$ cat src/core/serial_port_pkg.sv
/*
  Shared constants and types for the asynchronous serial port: register
  indices, field positions, reset values, frame encodings and state types.
  Assumes a single 100 MHz clock domain and a word-indexed register port.
*/
package serial_port_pkg;

  // ---------------------------------------------------------------
  // register indices (word addresses on the register port)
  // ---------------------------------------------------------------
  localparam logic [2:0] MODE_IDX = 3'h0;
  localparam logic [2:0] STAT_IDX = 3'h1;
  localparam logic [2:0] TXD_IDX = 3'h2;
  localparam logic [2:0] RXD_IDX = 3'h3;
  localparam logic [2:0] BAUD_IDX = 3'h4;

  // ---------------------------------------------------------------
  // field positions
  // ---------------------------------------------------------------
  localparam int MODE_INFRARED_CODING_EN = 12;
  localparam int MODE_RXINV = 4;
  localparam int MODE_HIGH_SPEED_BAUD = 3;
  localparam int MODE_FMT = 1;
  localparam int MODE_STOP_BITS_SEL = 0;
  localparam int ST_TXIS1 = 15;
  localparam int ST_TXINV = 14;
  localparam int ST_TXIS0 = 13;
  localparam int ST_BRK = 11;
  localparam int ST_TXEN = 10;
  localparam int ST_TXBF = 9;
  localparam int ST_TX_ALL_EMPTY_FLAG = 8;
  localparam int ST_RXIS = 6;
  localparam int ST_ADDR_DETECT_EN = 5;
  localparam int ST_RX_IDLE_FLAG = 4;
  localparam int ST_PARITY_ERR_FLAG = 3;
  localparam int ST_FRAMING_ERR_FLAG = 2;
  localparam int ST_OVERRUN_FLAG = 1;
  localparam int ST_RXDA = 0;

  // ---------------------------------------------------------------
  // reset values and write masks
  // ---------------------------------------------------------------
  localparam logic [15:0] MODE_RESET = 16'h0000;
  localparam logic [15:0] MODE_WR_MASK = 16'h101f;
  localparam logic [15:0] STAT_RESET = 16'h0000;
  localparam logic [15:0] STAT_WR_MASK = 16'hece0;
  localparam logic [15:0] BAUD_RESET = 16'h0000;

  // ---------------------------------------------------------------
  // frame encodings and counts
  // ---------------------------------------------------------------
  localparam logic [4:0] SPB_HIGH = 5'h04;
  localparam logic [4:0] SPB_STD = 5'h10;
  localparam logic [2:0] FIFO_DEPTH = 3'h4;
  localparam logic [1:0] FMT_9N = 2'h3;
  localparam logic [1:0] FMT_8O = 2'h2;
  localparam logic [1:0] FMT_8E = 2'h1;
  localparam logic [1:0] FMT_8N = 2'h0;
  localparam logic [1:0] TXI_EACH = 2'h0;
  localparam logic [1:0] TXI_DONE = 2'h1;
  localparam logic [1:0] TXI_EMPTY = 2'h2;
  localparam logic [1:0] RXI_FULL = 2'h3;
  localparam logic [1:0] RXI_3Q = 2'h2;
  localparam logic [13:0] BREAK_FRAME = 14'h2000;
  localparam logic [3:0] BREAK_LEN = 4'he;
  localparam logic [4:0] IR_PULSE = 5'h03;

  typedef enum logic {TX_IDLE, TX_SHIFT} tx_state_t;
  typedef enum logic [1:0] {RX_IDLE, RX_START, RX_BITS} rx_state_t;

endpackage

$ cat src/core/serial_port.sv
/*
  Asynchronous serial transceiver: mode and status/control registers,
  baud sample generator, four-deep transmit and receive queues, framing,
  parity, break, address detect and overrun handling.
  Assumes a register master on sys_clk that never needs wait states, and
  an external pad that turns tx_line_oe low into general-purpose control.
*/
// Local design decisions: strobed register access and the register addresses.
`timescale 1ns/10ps
`default_nettype none

// Functional notes
// - receive polarity set means low idle receive line, bits inverted.
// - high-speed baud gives 4 samples per bit, otherwise 16.
// - format 11 nine bits, 10 odd parity, 01 even parity, 00 none.
// - stop-bit select set sends two stop bits, clear sends one.
// - tx interrupt on load, on full completion, or on load emptying queue.
// - tx polarity sets idle level; with infrared coding it sets encoded idle.
// - send-break sends start, twelve zeros, stop, then clears itself.
// - tx enable low aborts, empties the queue and releases the pin.
// - tx full flag set when the queue cannot take another character.
// - tx all-empty flag only when shifter and queue are empty; resets high.
// - rx interrupt at four, three, or every stored character per mode.
// - address detect keeps only ninth-bit-set characters, nine-bit format only.
// - receiver idle flag high while idle, low while receiving; resets high.
// - parity error flag follows the character at the receive queue head.
// - framing error flag follows the character at the receive queue head.
// - overrun sets on overflow; software clear empties queue and shifter.
// - data-available flag high while the receive queue holds a character.
// - transmit data passes a four-deep first-in first-out queue.
module serial_port
  import serial_port_pkg::*;
(
  input wire logic sys_clk,
  input wire logic rst_n,
  input wire logic [2:0] reg_addr,
  input wire logic [15:0] reg_wdata,
  input wire logic reg_wr,
  input wire logic reg_rd,
  output logic [15:0] reg_rdata,
  input wire logic rx_line,
  output logic tx_line,
  output logic tx_line_oe,
  output logic tx_irq,
  output logic rx_irq
);

  // ---------------------------------------------------------------
  // state and helpers
  // ---------------------------------------------------------------
  typedef struct packed {
    logic [15:0] mode;
    logic [15:0] stat;
    logic [15:0] baud_div;
    logic [15:0] baud_cnt;
    logic [3:0][8:0] txf;
    logic [1:0] txw;
    logic [1:0] txr;
    logic [2:0] txn;
    tx_state_t txs;
    logic [13:0] tsh;
    logic [3:0] tbits;
    logic [4:0] tsc;
    logic tbrk;
    logic tx_out;
    logic rx_s1;
    logic rx_s2;
    rx_state_t rxs;
    logic [10:0] rsh;
    logic [3:0] rbits;
    logic [4:0] rsc;
    logic [3:0][10:0] rxf;
    logic [1:0] rxw;
    logic [1:0] rxr;
    logic [2:0] rxn;
    logic [15:0] rdata;
    logic tx_irq;
    logic rx_irq;
  } state_t;

  state_t s_q;
  state_t s_d;

  function automatic logic nine_bit(input logic [1:0] f);
    return f == FMT_9N;
  endfunction

  function automatic logic has_parity(input logic [1:0] f);
    return f == FMT_8E || f == FMT_8O;
  endfunction

  // frame bits lsb first with start at bit 0, length in the top nibble
  function automatic logic [17:0] tx_frame(input logic [8:0] d, input logic [1:0] f,
                                           input logic two);
    logic [13:0] v;
    logic [3:0] len;
    v = 14'h3fff;
    v[0] = 1'b0;
    v[8:1] = d[7:0];
    len = 4'h9;
    if (nine_bit(f))
    begin
      v[9] = d[8];
      len = 4'ha;
    end
    else if (has_parity(f))
    begin
      v[9] = (f == FMT_8E) ? ^d[7:0] : ~^d[7:0];
      len = 4'ha;
    end
    len = len + (two ? 4'h2 : 4'h1);
    return {len, v};
  endfunction

  logic tick;
  logic [4:0] spb;
  logic [1:0] fmt;
  logic rxb;
  logic tx_en;
  logic tx_full;
  logic tx_all_empty;
  logic [1:0] tx_mode;
  logic [1:0] rx_mode;
  logic [3:0] rx_need;
  logic [10:0] rx_full;
  logic [10:0] rx_head;
  logic [15:0] stat_word;
  logic [17:0] next_frame;
  logic tx_push;
  logic tx_pop;
  logic tx_done;
  logic rx_done;
  logic rx_keep;
  logic rx_push;
  logic rx_pop;
  logic rx_flush;
  logic ovr_set;
  logic tbit;

  // >= so a smaller divisor written mid-count cannot stall for a full wrap
  assign tick = s_q.baud_cnt >= s_q.baud_div;
  assign spb = s_q.mode[MODE_HIGH_SPEED_BAUD] ? SPB_HIGH : SPB_STD;
  assign fmt = s_q.mode[MODE_FMT +: 2];
  assign rxb = s_q.rx_s2 ^ s_q.mode[MODE_RXINV];
  assign tx_en = s_q.stat[ST_TXEN];
  assign tx_full = s_q.txn == FIFO_DEPTH;
  assign tx_all_empty = s_q.txs == TX_IDLE && s_q.txn == 3'h0;
  assign tx_mode = {s_q.stat[ST_TXIS1], s_q.stat[ST_TXIS0]};
  assign rx_mode = s_q.stat[ST_RXIS +: 2];
  assign rx_need = (fmt == FMT_8N) ? 4'h9 : 4'ha;
  assign rx_full = {rxb, s_q.rsh[10:1]} >> (4'hb - rx_need);
  assign rx_head = s_q.rxf[s_q.rxr];
  assign next_frame = tx_frame(s_q.txf[s_q.txr], fmt, s_q.mode[MODE_STOP_BITS_SEL]);
  assign tbit = (s_q.txs == TX_SHIFT) ? s_q.tsh[0] : 1'b1;

  always_comb
  begin
    stat_word = s_q.stat;
    stat_word[ST_TXBF] = tx_full;
    stat_word[ST_TX_ALL_EMPTY_FLAG] = tx_all_empty;
    stat_word[ST_RX_IDLE_FLAG] = s_q.rxs == RX_IDLE;
    stat_word[ST_PARITY_ERR_FLAG] = s_q.rxn != 3'h0 && rx_head[9];
    stat_word[ST_FRAMING_ERR_FLAG] = s_q.rxn != 3'h0 && rx_head[10];
    stat_word[ST_RXDA] = s_q.rxn != 3'h0;
  end

  // ---------------------------------------------------------------
  // next-state logic
  // ---------------------------------------------------------------
  always_comb
  begin
    s_d = s_q;
    s_d.tx_irq = 1'b0;
    s_d.rx_irq = 1'b0;
    s_d.rdata = 16'h0000;
    tx_push = 1'b0;
    tx_pop = 1'b0;
    tx_done = 1'b0;
    rx_done = 1'b0;
    rx_keep = 1'b0;
    rx_push = 1'b0;
    rx_pop = 1'b0;
    rx_flush = 1'b0;
    ovr_set = 1'b0;
    // first flop only feeds the second
    s_d.rx_s1 = rx_line;
    s_d.rx_s2 = s_q.rx_s1;
    s_d.baud_cnt = tick ? 16'h0000 : s_q.baud_cnt + 16'h0001;

    // register writes
    if (reg_wr)
    begin
      case (reg_addr)
        MODE_IDX: s_d.mode = reg_wdata & MODE_WR_MASK;
        STAT_IDX:
        begin
          s_d.stat = (s_q.stat & ~STAT_WR_MASK) | (reg_wdata & STAT_WR_MASK);
          // overrun only clears; the 1 to 0 edge empties the receive path
          if (s_q.stat[ST_OVERRUN_FLAG] && !reg_wdata[ST_OVERRUN_FLAG])
          begin
            s_d.stat[ST_OVERRUN_FLAG] = 1'b0;
            rx_flush = 1'b1;
          end
        end
        TXD_IDX: tx_push = tx_en && !tx_full;
        BAUD_IDX: s_d.baud_div = reg_wdata;
        default: ;
      endcase
    end

    // register reads, data valid the cycle after the strobe
    if (reg_rd)
    begin
      case (reg_addr)
        MODE_IDX: s_d.rdata = s_q.mode;
        STAT_IDX: s_d.rdata = stat_word;
        RXD_IDX:
        begin
          s_d.rdata = {7'h00, rx_head[8:0]};
          rx_pop = s_q.rxn != 3'h0;
        end
        BAUD_IDX: s_d.rdata = s_q.baud_div;
        default: s_d.rdata = 16'h0000;
      endcase
    end

    // ---------------------------------------------------------------
    // transmitter
    // ---------------------------------------------------------------
    if (tx_en)
    begin
      case (s_q.txs)
        TX_IDLE:
        begin
          if (s_q.stat[ST_BRK])
          begin
            s_d.tsh = BREAK_FRAME;
            s_d.tbits = BREAK_LEN;
            s_d.tbrk = 1'b1;
            s_d.tsc = 5'h00;
            s_d.txs = TX_SHIFT;
          end
          else if (s_q.txn != 3'h0)
          begin
            s_d.tsh = next_frame[13:0];
            s_d.tbits = next_frame[17:14];
            s_d.tbrk = 1'b0;
            s_d.tsc = 5'h00;
            s_d.txs = TX_SHIFT;
            tx_pop = 1'b1;
            if (tx_mode == TXI_EACH || (tx_mode == TXI_EMPTY && s_q.txn == 3'h1 && !tx_push))
              s_d.tx_irq = 1'b1;
          end
        end
        TX_SHIFT:
        begin
          if (tick)
          begin
            if (s_q.tsc == spb - 5'h01)
            begin
              s_d.tsc = 5'h00;
              s_d.tsh = {1'b1, s_q.tsh[13:1]};
              s_d.tbits = s_q.tbits - 4'h1;
              if (s_q.tbits == 4'h1)
              begin
                tx_done = 1'b1;
                s_d.txs = TX_IDLE;
                // a software set in the same cycle wins over the hardware clear
                if (s_q.tbrk && !(reg_wr && reg_addr == STAT_IDX && reg_wdata[ST_BRK]))
                  s_d.stat[ST_BRK] = 1'b0;
                if (tx_mode == TXI_DONE && s_q.txn == 3'h0 && !tx_push)
                  s_d.tx_irq = 1'b1;
              end
            end
            else
              s_d.tsc = s_q.tsc + 5'h01;
          end
        end
        default: s_d.txs = TX_IDLE;
      endcase
    end

    if (tx_push)
    begin
      s_d.txf[s_q.txw] = reg_wdata[8:0];
      s_d.txw = s_q.txw + 2'h1;
    end
    if (tx_pop)
      s_d.txr = s_q.txr + 2'h1;
    s_d.txn = s_q.txn + {2'h0, tx_push} - {2'h0, tx_pop};
    if (!tx_en)
    begin
      s_d.txs = TX_IDLE;
      s_d.txw = 2'h0;
      s_d.txr = 2'h0;
      s_d.txn = 3'h0;
    end

    // infrared: a zero bit is a short pulse at the start of its bit time
    if (s_q.mode[MODE_INFRARED_CODING_EN])
      s_d.tx_out = (!tbit && s_q.tsc < IR_PULSE) ? !s_q.stat[ST_TXINV] : s_q.stat[ST_TXINV];
    else
      s_d.tx_out = tbit ^ s_q.stat[ST_TXINV];

    // ---------------------------------------------------------------
    // receiver
    // ---------------------------------------------------------------
    case (s_q.rxs)
      RX_IDLE:
      begin
        if (!rxb)
        begin
          s_d.rxs = RX_START;
          s_d.rsc = 5'h00;
        end
      end
      RX_START:
      begin
        if (tick)
        begin
          s_d.rsc = s_q.rsc + 5'h01;
          // mid-start check rejects glitches shorter than half a bit
          if (s_q.rsc == {1'b0, spb[4:1]})
          begin
            s_d.rsc = 5'h00;
            s_d.rbits = 4'h0;
            s_d.rxs = rxb ? RX_IDLE : RX_BITS;
          end
        end
      end
      RX_BITS:
      begin
        if (tick)
        begin
          if (s_q.rsc == spb - 5'h01)
          begin
            s_d.rsc = 5'h00;
            s_d.rsh = {rxb, s_q.rsh[10:1]};
            s_d.rbits = s_q.rbits + 4'h1;
            if (s_q.rbits + 4'h1 == rx_need)
            begin
              rx_done = 1'b1;
              s_d.rxs = RX_IDLE;
            end
          end
          else
            s_d.rsc = s_q.rsc + 5'h01;
        end
      end
      default: s_d.rxs = RX_IDLE;
    endcase

    if (rx_done)
    begin
      rx_keep = !(s_q.stat[ST_ADDR_DETECT_EN] && nine_bit(fmt) && !rx_full[8]);
      if (rx_keep && s_q.rxn == FIFO_DEPTH)
        ovr_set = 1'b1;
      else if (rx_keep)
      begin
        rx_push = 1'b1;
        s_d.rxf[s_q.rxw][8:0] = nine_bit(fmt) ? rx_full[8:0] : {1'b0, rx_full[7:0]};
        s_d.rxf[s_q.rxw][9] = (fmt == FMT_8E) ? ^rx_full[8:0] :
                              (fmt == FMT_8O) ? ~^rx_full[8:0] : 1'b0;
        s_d.rxf[s_q.rxw][10] = !rxb;
        if (!rx_mode[1] || (rx_mode == RXI_3Q && s_q.rxn == 3'h2)
            || (rx_mode == RXI_FULL && s_q.rxn == 3'h3))
          s_d.rx_irq = 1'b1;
      end
    end
    if (rx_push)
      s_d.rxw = s_q.rxw + 2'h1;
    if (rx_pop)
      s_d.rxr = s_q.rxr + 2'h1;
    s_d.rxn = s_q.rxn + {2'h0, rx_push} - {2'h0, rx_pop};
    if (rx_flush)
    begin
      s_d.rxw = 2'h0;
      s_d.rxr = 2'h0;
      s_d.rxn = 3'h0;
      s_d.rxs = RX_IDLE;
      s_d.rsh = 11'h000;
    end
    // a new overflow in the clearing cycle keeps the flag set
    if (ovr_set)
      s_d.stat[ST_OVERRUN_FLAG] = 1'b1;
  end

  always_ff @(posedge sys_clk)
  begin
    if (!rst_n)
    begin
      s_q <= '0;
      s_q.mode <= MODE_RESET;
      s_q.stat <= STAT_RESET;
      s_q.baud_div <= BAUD_RESET;
      s_q.rx_s1 <= 1'b1;
      s_q.rx_s2 <= 1'b1;
      s_q.tx_out <= 1'b1;
    end
    else
      s_q <= s_d;
  end

  assign reg_rdata = s_q.rdata;
  assign tx_line = s_q.tx_out;
  assign tx_line_oe = tx_en;
  assign tx_irq = s_q.tx_irq;
  assign rx_irq = s_q.rx_irq;
endmodule

`default_nettype wire

$ cat config.mk
export PLATFORM = sky130hd
export DESIGN_NAME = serial_port
export DESIGN_NICKNAME = d
export VERILOG_FILES = /design/src/core/serial_port_pkg.sv /design/src/core/serial_port.sv
export SDC_FILE = /design/constraint.sdc
export NUM_CORES = 1
export LEC_CHECK = 0
export BUFFER_PORTS_ARGS = -buffer_cell sky130_fd_sc_hd__buf_2
export CAP_MARGIN = 20
export CORE_MARGIN = 2
export CORE_UTILIZATION = 31
export CTS_BUF_LIST = sky130_fd_sc_hd__clkbuf_4
export DETAILED_ROUTE_END_ITERATION = 12
export SETUP_SLACK_MARGIN = 0.5
export SYNTH_ARGS = -nofsm -noshare
export SYNTH_HDL_FRONTEND = slang
export SYNTH_SLANG_ARGS = --single-unit
$ cat constraint.sdc
create_clock -name sys_clk -period 6.6 [get_ports sys_clk]
set_clock_uncertainty 0.1 [all_clocks]
set_input_delay 0.99 -clock sys_clk [delete_from_list [all_inputs] [get_ports sys_clk]]
set_output_delay 0.99 -clock sys_clk [all_outputs]
set_load 0.05 [all_outputs]
# Word-level counts from Yosys, hierarchy flattened
# Cells that the tools add are included.
classes:
  shifts: 1
  mux: 92
  n_reduce_logical: 67
  div: 0
  n_lt_le_gt_ge: 8
  bitwise_logic: 8
  n_addsub: 16
  n_eq_ne: 32
  mul: 0
op_table:
  columns: ["cell", "n"]
  rows:
  - ["$bwmux W44", 3]
  - ["$demux W11 S2", 3]
  - ["$pmux W16 S4", 1]
  - ["$mux W9", 6]
  - ["$mux W25", 2]
  - ["$pmux W24 S2", 1]
  - ["$mux W1", 45]
  - ["$bwmux W36", 1]
  - ["$mux W28", 1]
  - ["$mux W24", 1]
  - ["$bmux W11 S2", 1]
  - ["$mux W11", 2]
  - ["$mux W22", 1]
  - ["$logic_and A1 B1 Y1", 20]
  - ["$mux W5", 4]
  - ["$mux W19", 1]
  - ["$bmux W9 S2", 1]
  - ["$demux W9 S2", 1]
  - ["$mux W17", 1]
  - ["$add A16 B1 Y16 const B", 1]
  - ["$ge A16 B16 Y1", 1]
  - ["$mux W16", 1]
  - ["$mux W2", 8]
  - ["$or A13 B16 Y16", 1]
  - ["other kinds (51)", 116]
totals:
  ramBits: 0
  ff_bits: 216
  mem_bits_ro: 0
  mem_count: 0
  latchBits: 0
  output_inout_bits: 20

# Logic depth before layout (Yosys ltp)
# Gate-level depths: netlist of run 1.
depth:
  word_depth: 12
  mapped_depth: 16

# Least setup slack after synthesis of run 1
# Ideal clock, no wire load.
synth_timing:
  kind: "input to register"
  start: "in reg_addr[1]"
  end: "reg s_q[121] (netlist name)"
  arrival_time_ps: 3293
  stages: 14
  slack_ps: 3083
  required_ps: 6376
  setup_time_ps: 124
  cell_sequence: "clkbuf_1 -> inv_1 -> nor4_1 -> and2_1 -> clkbuf_1 -> inv_1 -> ha_1 -> inv_1 -> ha_1 -> inv_1 -> fa_1 -> xor2_1 -> xnor2_1 -> nor2_1"
synth_via:
  elab_chain_len: 5
synth_rtl:
  columns: ["item", "line", "source"]
  rows:
  - ["start, declared", "serial_port.sv:36", "input wire logic [2:0] reg_addr,"]
  - ["$eq A3 B2 Y1", "serial_port.sv:193", "case (reg_addr)"]
  - ["$mux W1", "serial_port.sv:193", null]
  - ["$mux W1", "serial_port.sv:191", "if (reg_wr)"]
  - ["$add A3 B1 Y3", "serial_port.sv:290", "s_d.txn = s_q.txn + {2'h0, tx_push} - {2'h0, tx_pop};"]
  - ["$sub A3 B1 Y3", "serial_port.sv:290", null]
  - ["end, declared", "serial_port.sv:81", "state_t s_q;"]
# Every way passes these cells.
# A chain may end at the register's enable or synchronous reset.

# Final worst setup path of run 1
layout_timing:
  start: "reg s_q[193] (netlist name)"
  end: "reg s_q[20] (netlist name)"
layout_via:
  elab_chain_len: 6
layout_rtl:
  columns: ["item", "line", "source"]
  rows:
  - ["$ge A16 B16 Y1", "serial_port.sv:141", "assign tick = s_q.baud_cnt >= s_q.baud_div;"]
  - ["$mux W1", "serial_port.sv:333", "if (tick)"]
  - ["$mux W1", "serial_port.sv:308", "case (s_q.rxs)"]
  - ["$mux W1", "serial_port.sv:353", "if (rx_done)"]
  - ["$add A3 B1 Y3", "serial_port.sv:374", "s_d.rxn = s_q.rxn + {2'h0, rx_push} - {2'h0, rx_pop};"]
  - ["$sub A3 B1 Y3", "serial_port.sv:374", null]
# Every way passes these cells.

==> impl_metrics.toml, run 1 <==
[placement]
port_buffers = 43
place_area_sq_mm = 0.01060
globalplace.congestion = 0.8051
placedCellCount = 1536
hpwlAfterDp_um = 17740

[sta]
setup_tns_ns = 0
rsz0062_at_grt = "false"
period_needed_ns = 3.750
final-setup-viol-count = 0
max_freq_mhz = 266.7
hold_viol = 0
worst_pin_slew_ns = 0.9949
slew_headroom = 0.3338
slew_violations = 0
period_share = 0.5682

[clocking]
numCtsBuffers = 57
cts_tree = "built"
cts_buffer_depth = 3
post_cts_buffers = 0
insertion_delay_ns = 0.70
cts_max_level = 2
ctsHoldBuffers = 0
root_buffer = "clkbuf_4"
clk_pin_slew_ns = 0.07
post_cts_resized = 0
cts.sinks = 207

[synth]
synth_top_area_share = 0.4086
ys_warn_count = 0
synth_edf_count = 0
syn_inst = 1120
yosys-top-cells-area = "dfxtp_1 (41%), mux2i_1 (7.5%), nor2_1 (5.0%)"
seq_area_frac_synth = 0.4086
yosysTopAreaCell = "dfxtp_1"
ys_types = 66
async_flop_share = 0
netlist_area_sq_mm = 0.01014
ys_seq_elements = 207
syn_avg_cell_area_sq_um = 9.056
synth_fp_nets = 1187
synth_flop_cell = "dfxtp_1"

[detailed_routing]
first_pass_iters = 5
drt-total-wl_um = 25690
wl_per_cell_um = 15.65
ant_nets = 0
vias = 8061
viasPerCell = 4.909
drt_iter0_markers = 614
route.detailed.drc = 0

[global_route]
antenna_found_initial = 2
globalRoute.totalOverflow = 0
grt_use_total = 0.1531
grt_pass1_wl_um = 41610
grt_max_degree = 53
first_global_vias = 7817

[layout]
area_growth_syn_to_layout_pct = 11.87
drive_gt1_frac = 0.1628
post-route-util = 0.3505
fin_area_sq_mm = 0.01135
nNetsFinal = 1220
final_cells = 1642
final_cell_mix = "dfxtp_1 (207), nor2_1 (136), nand2_1 (120)"
layout_commonest_cell = "dfxtp_1"

[die]
start_util = 0.3133
fp.dieW_um = 184.9
io_pins = 44
die-area_sq_mm = 0.03418
core_area_sq_mm = 0.03237
fp-row-count = 66
die_h_um = 184.9

[worst_setup_path]
critical_path.top_delay_family = "adder cells"
required_ns = 7.06
crit_chain = "inv_1 > ha_1 > nand4_1 > nor2_1 > nand3_1 > o221a_2 > a2111oi_4 > inv_2 > ha_1 > inv_1 > ha_1 > inv_1 > fa_1 > xor2_1 > xnor2_1 > nor2_1"
cpMaxStageDelayCell = "a2111oi_4"
critPathCaptureType = "flip-flop"
worstSetupPathType = "flip-flop to flip-flop"
cp-start-kind = "flip-flop"
critPathMaxFanout = 18
cp_num_buf_inv = 4
crit_arrival_ns = 4.21
cp_slowest_stage_delay_ns = 0.55

[status]
outcome = "complete, no violations"

[power]
peakVddDrop_mv = 0.1067
power.total_mw = 2.621
powerDensity_mw_per_mm2 = 231.0
p_leak_nw = 4.070

[min_path]
hold_class = "flip-flop to flip-flop"

[flow_run]
cap_violations = 0
[state kept, by name (all words and copies together), names as in the netlist]
register / cells
tx_line_oe: 1
s_q: 182
fmt: 2
s_d: 1
reg_rdata: 16
rx_irq: 1
tx_line: 1
rx_mode: 2
tx_irq: 1
[report_power, final]
part / internal (mW) / switching, mW / total, mW / leakage [nW]
Clock: 0.614 / 0.558 / 1.17 / 0.438
Sequential: 1.26 / 0.0106 / 1.27 / 1.67
Combinational: 0.0539 / 0.126 / 0.180 / 1.96
Total: 1.93 / 0.694 / 2.62 / 4.07
[Yosys cell counts (5+ instances only)]
cell type and n:
xor2_1 17, nor2_1 136, nand2_1 120, o2111ai_1 6
o21ai_0 5, nand4_1 5, a2111oi_4 5, buf_2 10
nor2b_1 6, clkbuf_1 47, mux2i_1 76, o211ai_1 8
buf_6 5, buf_4 18, xnor2_1 28, a21o_1 7
a31oi_1 5, o21a_1 6, ha_1 40, a211oi_1 7
nor3_1 14, and2_1 5, dfxtp_1 207, a21oi_1 96
nand3_1 71, o21ai_1 5, inv_1 39, o31ai_1 13
a22oi_1 15, mux2_2 9, mux4_2 20, nand2b_1 8
and3_1 10
[worst paths after layout]
| check | end | slack (ns) | depth (start not counted) | startpoint |
|---|---|---|---|---|
| hold reg to reg | s_q[91] | 0.33 | 1 | s_d[91] |
| setup / recovery | s_q[20] | 2.85 | 16 | s_q[193] |
| hold / removal | s_q[91] | 0.33 | 1 | s_d[91] |
| setup reg to reg | s_q[20] | 2.85 | 16 | s_q[193] |
[area by class of cell]
type                            instances  area (sq um)
Timing Repair Buffer                   57         320.3
Clock buffer                           82         615.6
Sequential cell                       207          4144
Antenna cell                            2         5.005
Clock inverter                         22         122.6
Multi-Input combinational cell        789          5428
Inverter                               41         157.7
Fill cell                            3378         21030
Tap cell                              442         553.0
[stage by stage]
stage | hold slack, ns | setup slack [ns]
floorplan | 0.2863 | 3.083
finish | 0.3271 | 2.850
global route | 0.3524 | 2.590
CTS | 0.3249 | 2.827
detailed placement | 0.3056 | 2.621
global placement | 0.3039 | 2.656
[metal layers]
metal / share of wire / GRT usage / wire length, um
met1: 0.46 / 0.2010 / 11720
met2: 0.47 / 0.2497 / 12100
met3: 0.050 / 0.03126 / 1282
met4: 0.023 / 0.05270 / 579
met5: 0.00047 / 0 / 12
[logic make-up after synthesis]
logic type	after synthesis	share of synthesized area
AND/OR/NAND/NOR	398	0.1768
flip-flops	207	0.4086
AO/OA/AOI/OAI	198	0.1334
buffers and inverters	124	0.05773
XOR/XNOR	45	0.03886
multiplexers	105	0.1294
adder cells (fa/ha/maj)	43	0.05527
Note: power is estimated with default switching activity, not from simulation.
==> inputs of run 2 (changes only) <==
==> constraint.sdc (replaced) <==
create_clock -name sys_clk -period 3.3 [get_ports sys_clk]
set_clock_uncertainty 0.1 [all_clocks]
set_input_delay 0.495 -clock sys_clk [delete_from_list [all_inputs] [get_ports sys_clk]]
set_output_delay 0.495 -clock sys_clk [all_outputs]
set_load 0.05 [all_outputs]
==> run 2 against run 1 <==
Against the previous run:
- final cell count is 2.1% higher
- first-iteration DRC count down 11%
- count of clock-buffer cells in the layout decreased by 6
- critical endpoint unchanged
- routed wire length increased by 4.6%
- clock power rose by 84%
- largest power group unchanged
- register-to-register slack got worse by 2.7 ns
==> impl_metrics.toml, run 2 (synthesis gave the netlist of run 1 again) <==
[sta]
final-setup-viol-count = 0
rsz0062_at_grt = "true"
hold_viol = 0
slew_violations = 0
hold_slack_ns = 0.06004
period_needed_ns = 3.197
worst_pin_slew_ns = 0.9107
max_freq_mhz = 312.8
slew_headroom = 0.3923
period_share = 0.9688

[worst_setup_path]
rr_startpoint = "s_q[193]"
worstSetupPathType = "flip-flop to flip-flop"
cp-start-kind = "flip-flop"
r2r_cells = 16
required_ns = 3.77
critPathCaptureType = "flip-flop"
reg2reg_slack_ns = 0.10
critPathMaxFanout = 3
r2r_end = "s_q[20]"
crit_arrival_ns = 3.67
critPathLaunch = "s_q[193]"
crit_path_end = "s_q[20]"

[placement]
hpwlAfterDp_um = 18210
globalplace.congestion = 0.8353
place_area_sq_mm = 0.01078
placedCellCount = 1553
port_buffers = 43

[layout]
post-route-util = 0.3639
layout_commonest_cell = "dfxtp_1"
fin_area_sq_mm = 0.01178
final_cell_mix = "dfxtp_1 (200), nor2_1 (135), nand2_1 (119)"
final_cells = 1677
drive_gt1_frac = 0.2000
nNetsFinal = 1262
area_growth_syn_to_layout_pct = 16.15
largest_register_ffs = 182
regMostFlops = "s_q"

[detailed_routing]
wl_met2_um = 12430
ant_nets = 0
drt-met1-wl_um = 12390
vias = 8344
wl_per_cell_um = 16.03
first_pass_iters = 5
topRoutingLayerUsed = "met4"
drt_iter0_markers = 545
viasPerCell = 4.976
route.detailed.drc = 0
dr_wl_met3_um = 1485
drt-total-wl_um = 26880

[clocking]
root_buffer = "clkbuf_4"
cts_tree = "built"
clk_pin_slew_ns = 0.06
cts_max_level = 2
numCtsBuffers = 56
insertion_delay_ns = 0.71
cts.sinks = 207
cts_buffer_depth = 3

[min_path]
hold_class = "input pin to flip-flop"
min_from = "reg_wdata[7]"

[die]
io_pins = 44
start_util = 0.3133
fp.dieW_um = 184.9
die_h_um = 184.9
fp-row-count = 66
core_area_sq_mm = 0.03237
die-area_sq_mm = 0.03418

[power]
p_leak_nw = 4.255
power.total_mw = 5.085
powerDensity_mw_per_mm2 = 431.6
peakVddDrop_mv = 0.1961

[global_route]
antenna_found_initial = 4
globalRoute.totalOverflow = 0
grt_pass1_wl_um = 42760
grt_use_total = 0.1570
grt_max_degree = 63
first_global_vias = 8047

[status]
outcome = "complete, no violations"

[flow_run]
cap_violations = 0
[run 2: changes by cell type in the layout (fill, tap and decap cells not counted), sizes merged]
cell	before	now
clkbuf	82	76
bufinv	1	0
clkinvlp	1	0
dlygate4sd3	0	10
buf	57	90
clkinv	19	16
diode	2	5
[run 2: worst min path at each step]
| stage | cells after the start | end | slack (ns) |
|---|---|---|---|
| 3_3_place_gp | 1 | s_q[91] | 0.31 |
| 4_1_cts | 3 | s_q[185] | 0.01 |
| 2_1_floorplan | 1 | s_q[91] | 0.29 |
| 5_1_grt | 3 | s_q[185] | 0.01 |
| 3_5_place_dp | 1 | s_q[91] | 0.29 |
| 6_report | 3 | s_q[185] | 0.06 |
[run 2: layer usage]
layer  GRT usage  vias to the layer above
met3     0.03323                       52
li1            -                     4077
met4     0.05238                        0
met5           0                        -
met1      0.2065                     3997
met2      0.2557                      218
[run 2: worst max-delay path: stages (launching register included)]
cell and delay, ns:
dfxtp_2 0.35, inv_2 0.05, ha_4 0.26, nand4_1 0.17
nor2_2 0.20, nand3_2 0.08, o221a_4 0.25, a2111oi_4 0.40
inv_2 0.09, ha_4 0.22, inv_2 0.06, ha_4 0.11
inv_2 0.03, fa_2 0.35, xor2_2 0.16, xnor2_1 0.15
nor2_1 0.05
[run 2: what timing repair did]
item                                    in CTS  in global routing
endpoints found under the hold margin       16                  0
resized for setup                            9                 28
endpoints found under the setup margin       5                100
pin swaps                                    5                 10
hold buffers                                10                  0
gates cloned                                 0                  4
buffers inserted                             7                  4
[run 2: layout make-up]
class                   instances  area, sq um
fillers                      3349        20590
multi-input cells             789         5532
flip-flops and latches        207         4155
repair buffers                100        709.4
clock buffers                  76        570.5
well taps                     442        553.0
inverters                      41        162.7
clock inverters                17        85.08
diodes                          5        12.51
[run 2: metrics by stage]
| step | setup TNS [ns] | setup slack (ns) |
|---|---|---|
| floorplan | 0 | 0.1762 |
| global placement | 0 | 0.1118 |
| detailed placement | 0 | 0.06025 |
| CTS | 0 | 0.07895 |
| global route | -0.001749 | -0.001749 |
| finish | 0 | 0.1029 |
[run 2: where the power goes]
| part | internal, mW | total, mW | switching [mW] |
|---|---|---|---|
| combinational | 0.130 | 0.399 | 0.269 |
| clock | 1.07 | 2.15 | 1.08 |
| sequential | 2.52 | 2.54 | 0.0183 |
| total | 3.72 | 5.08 | 1.37 |
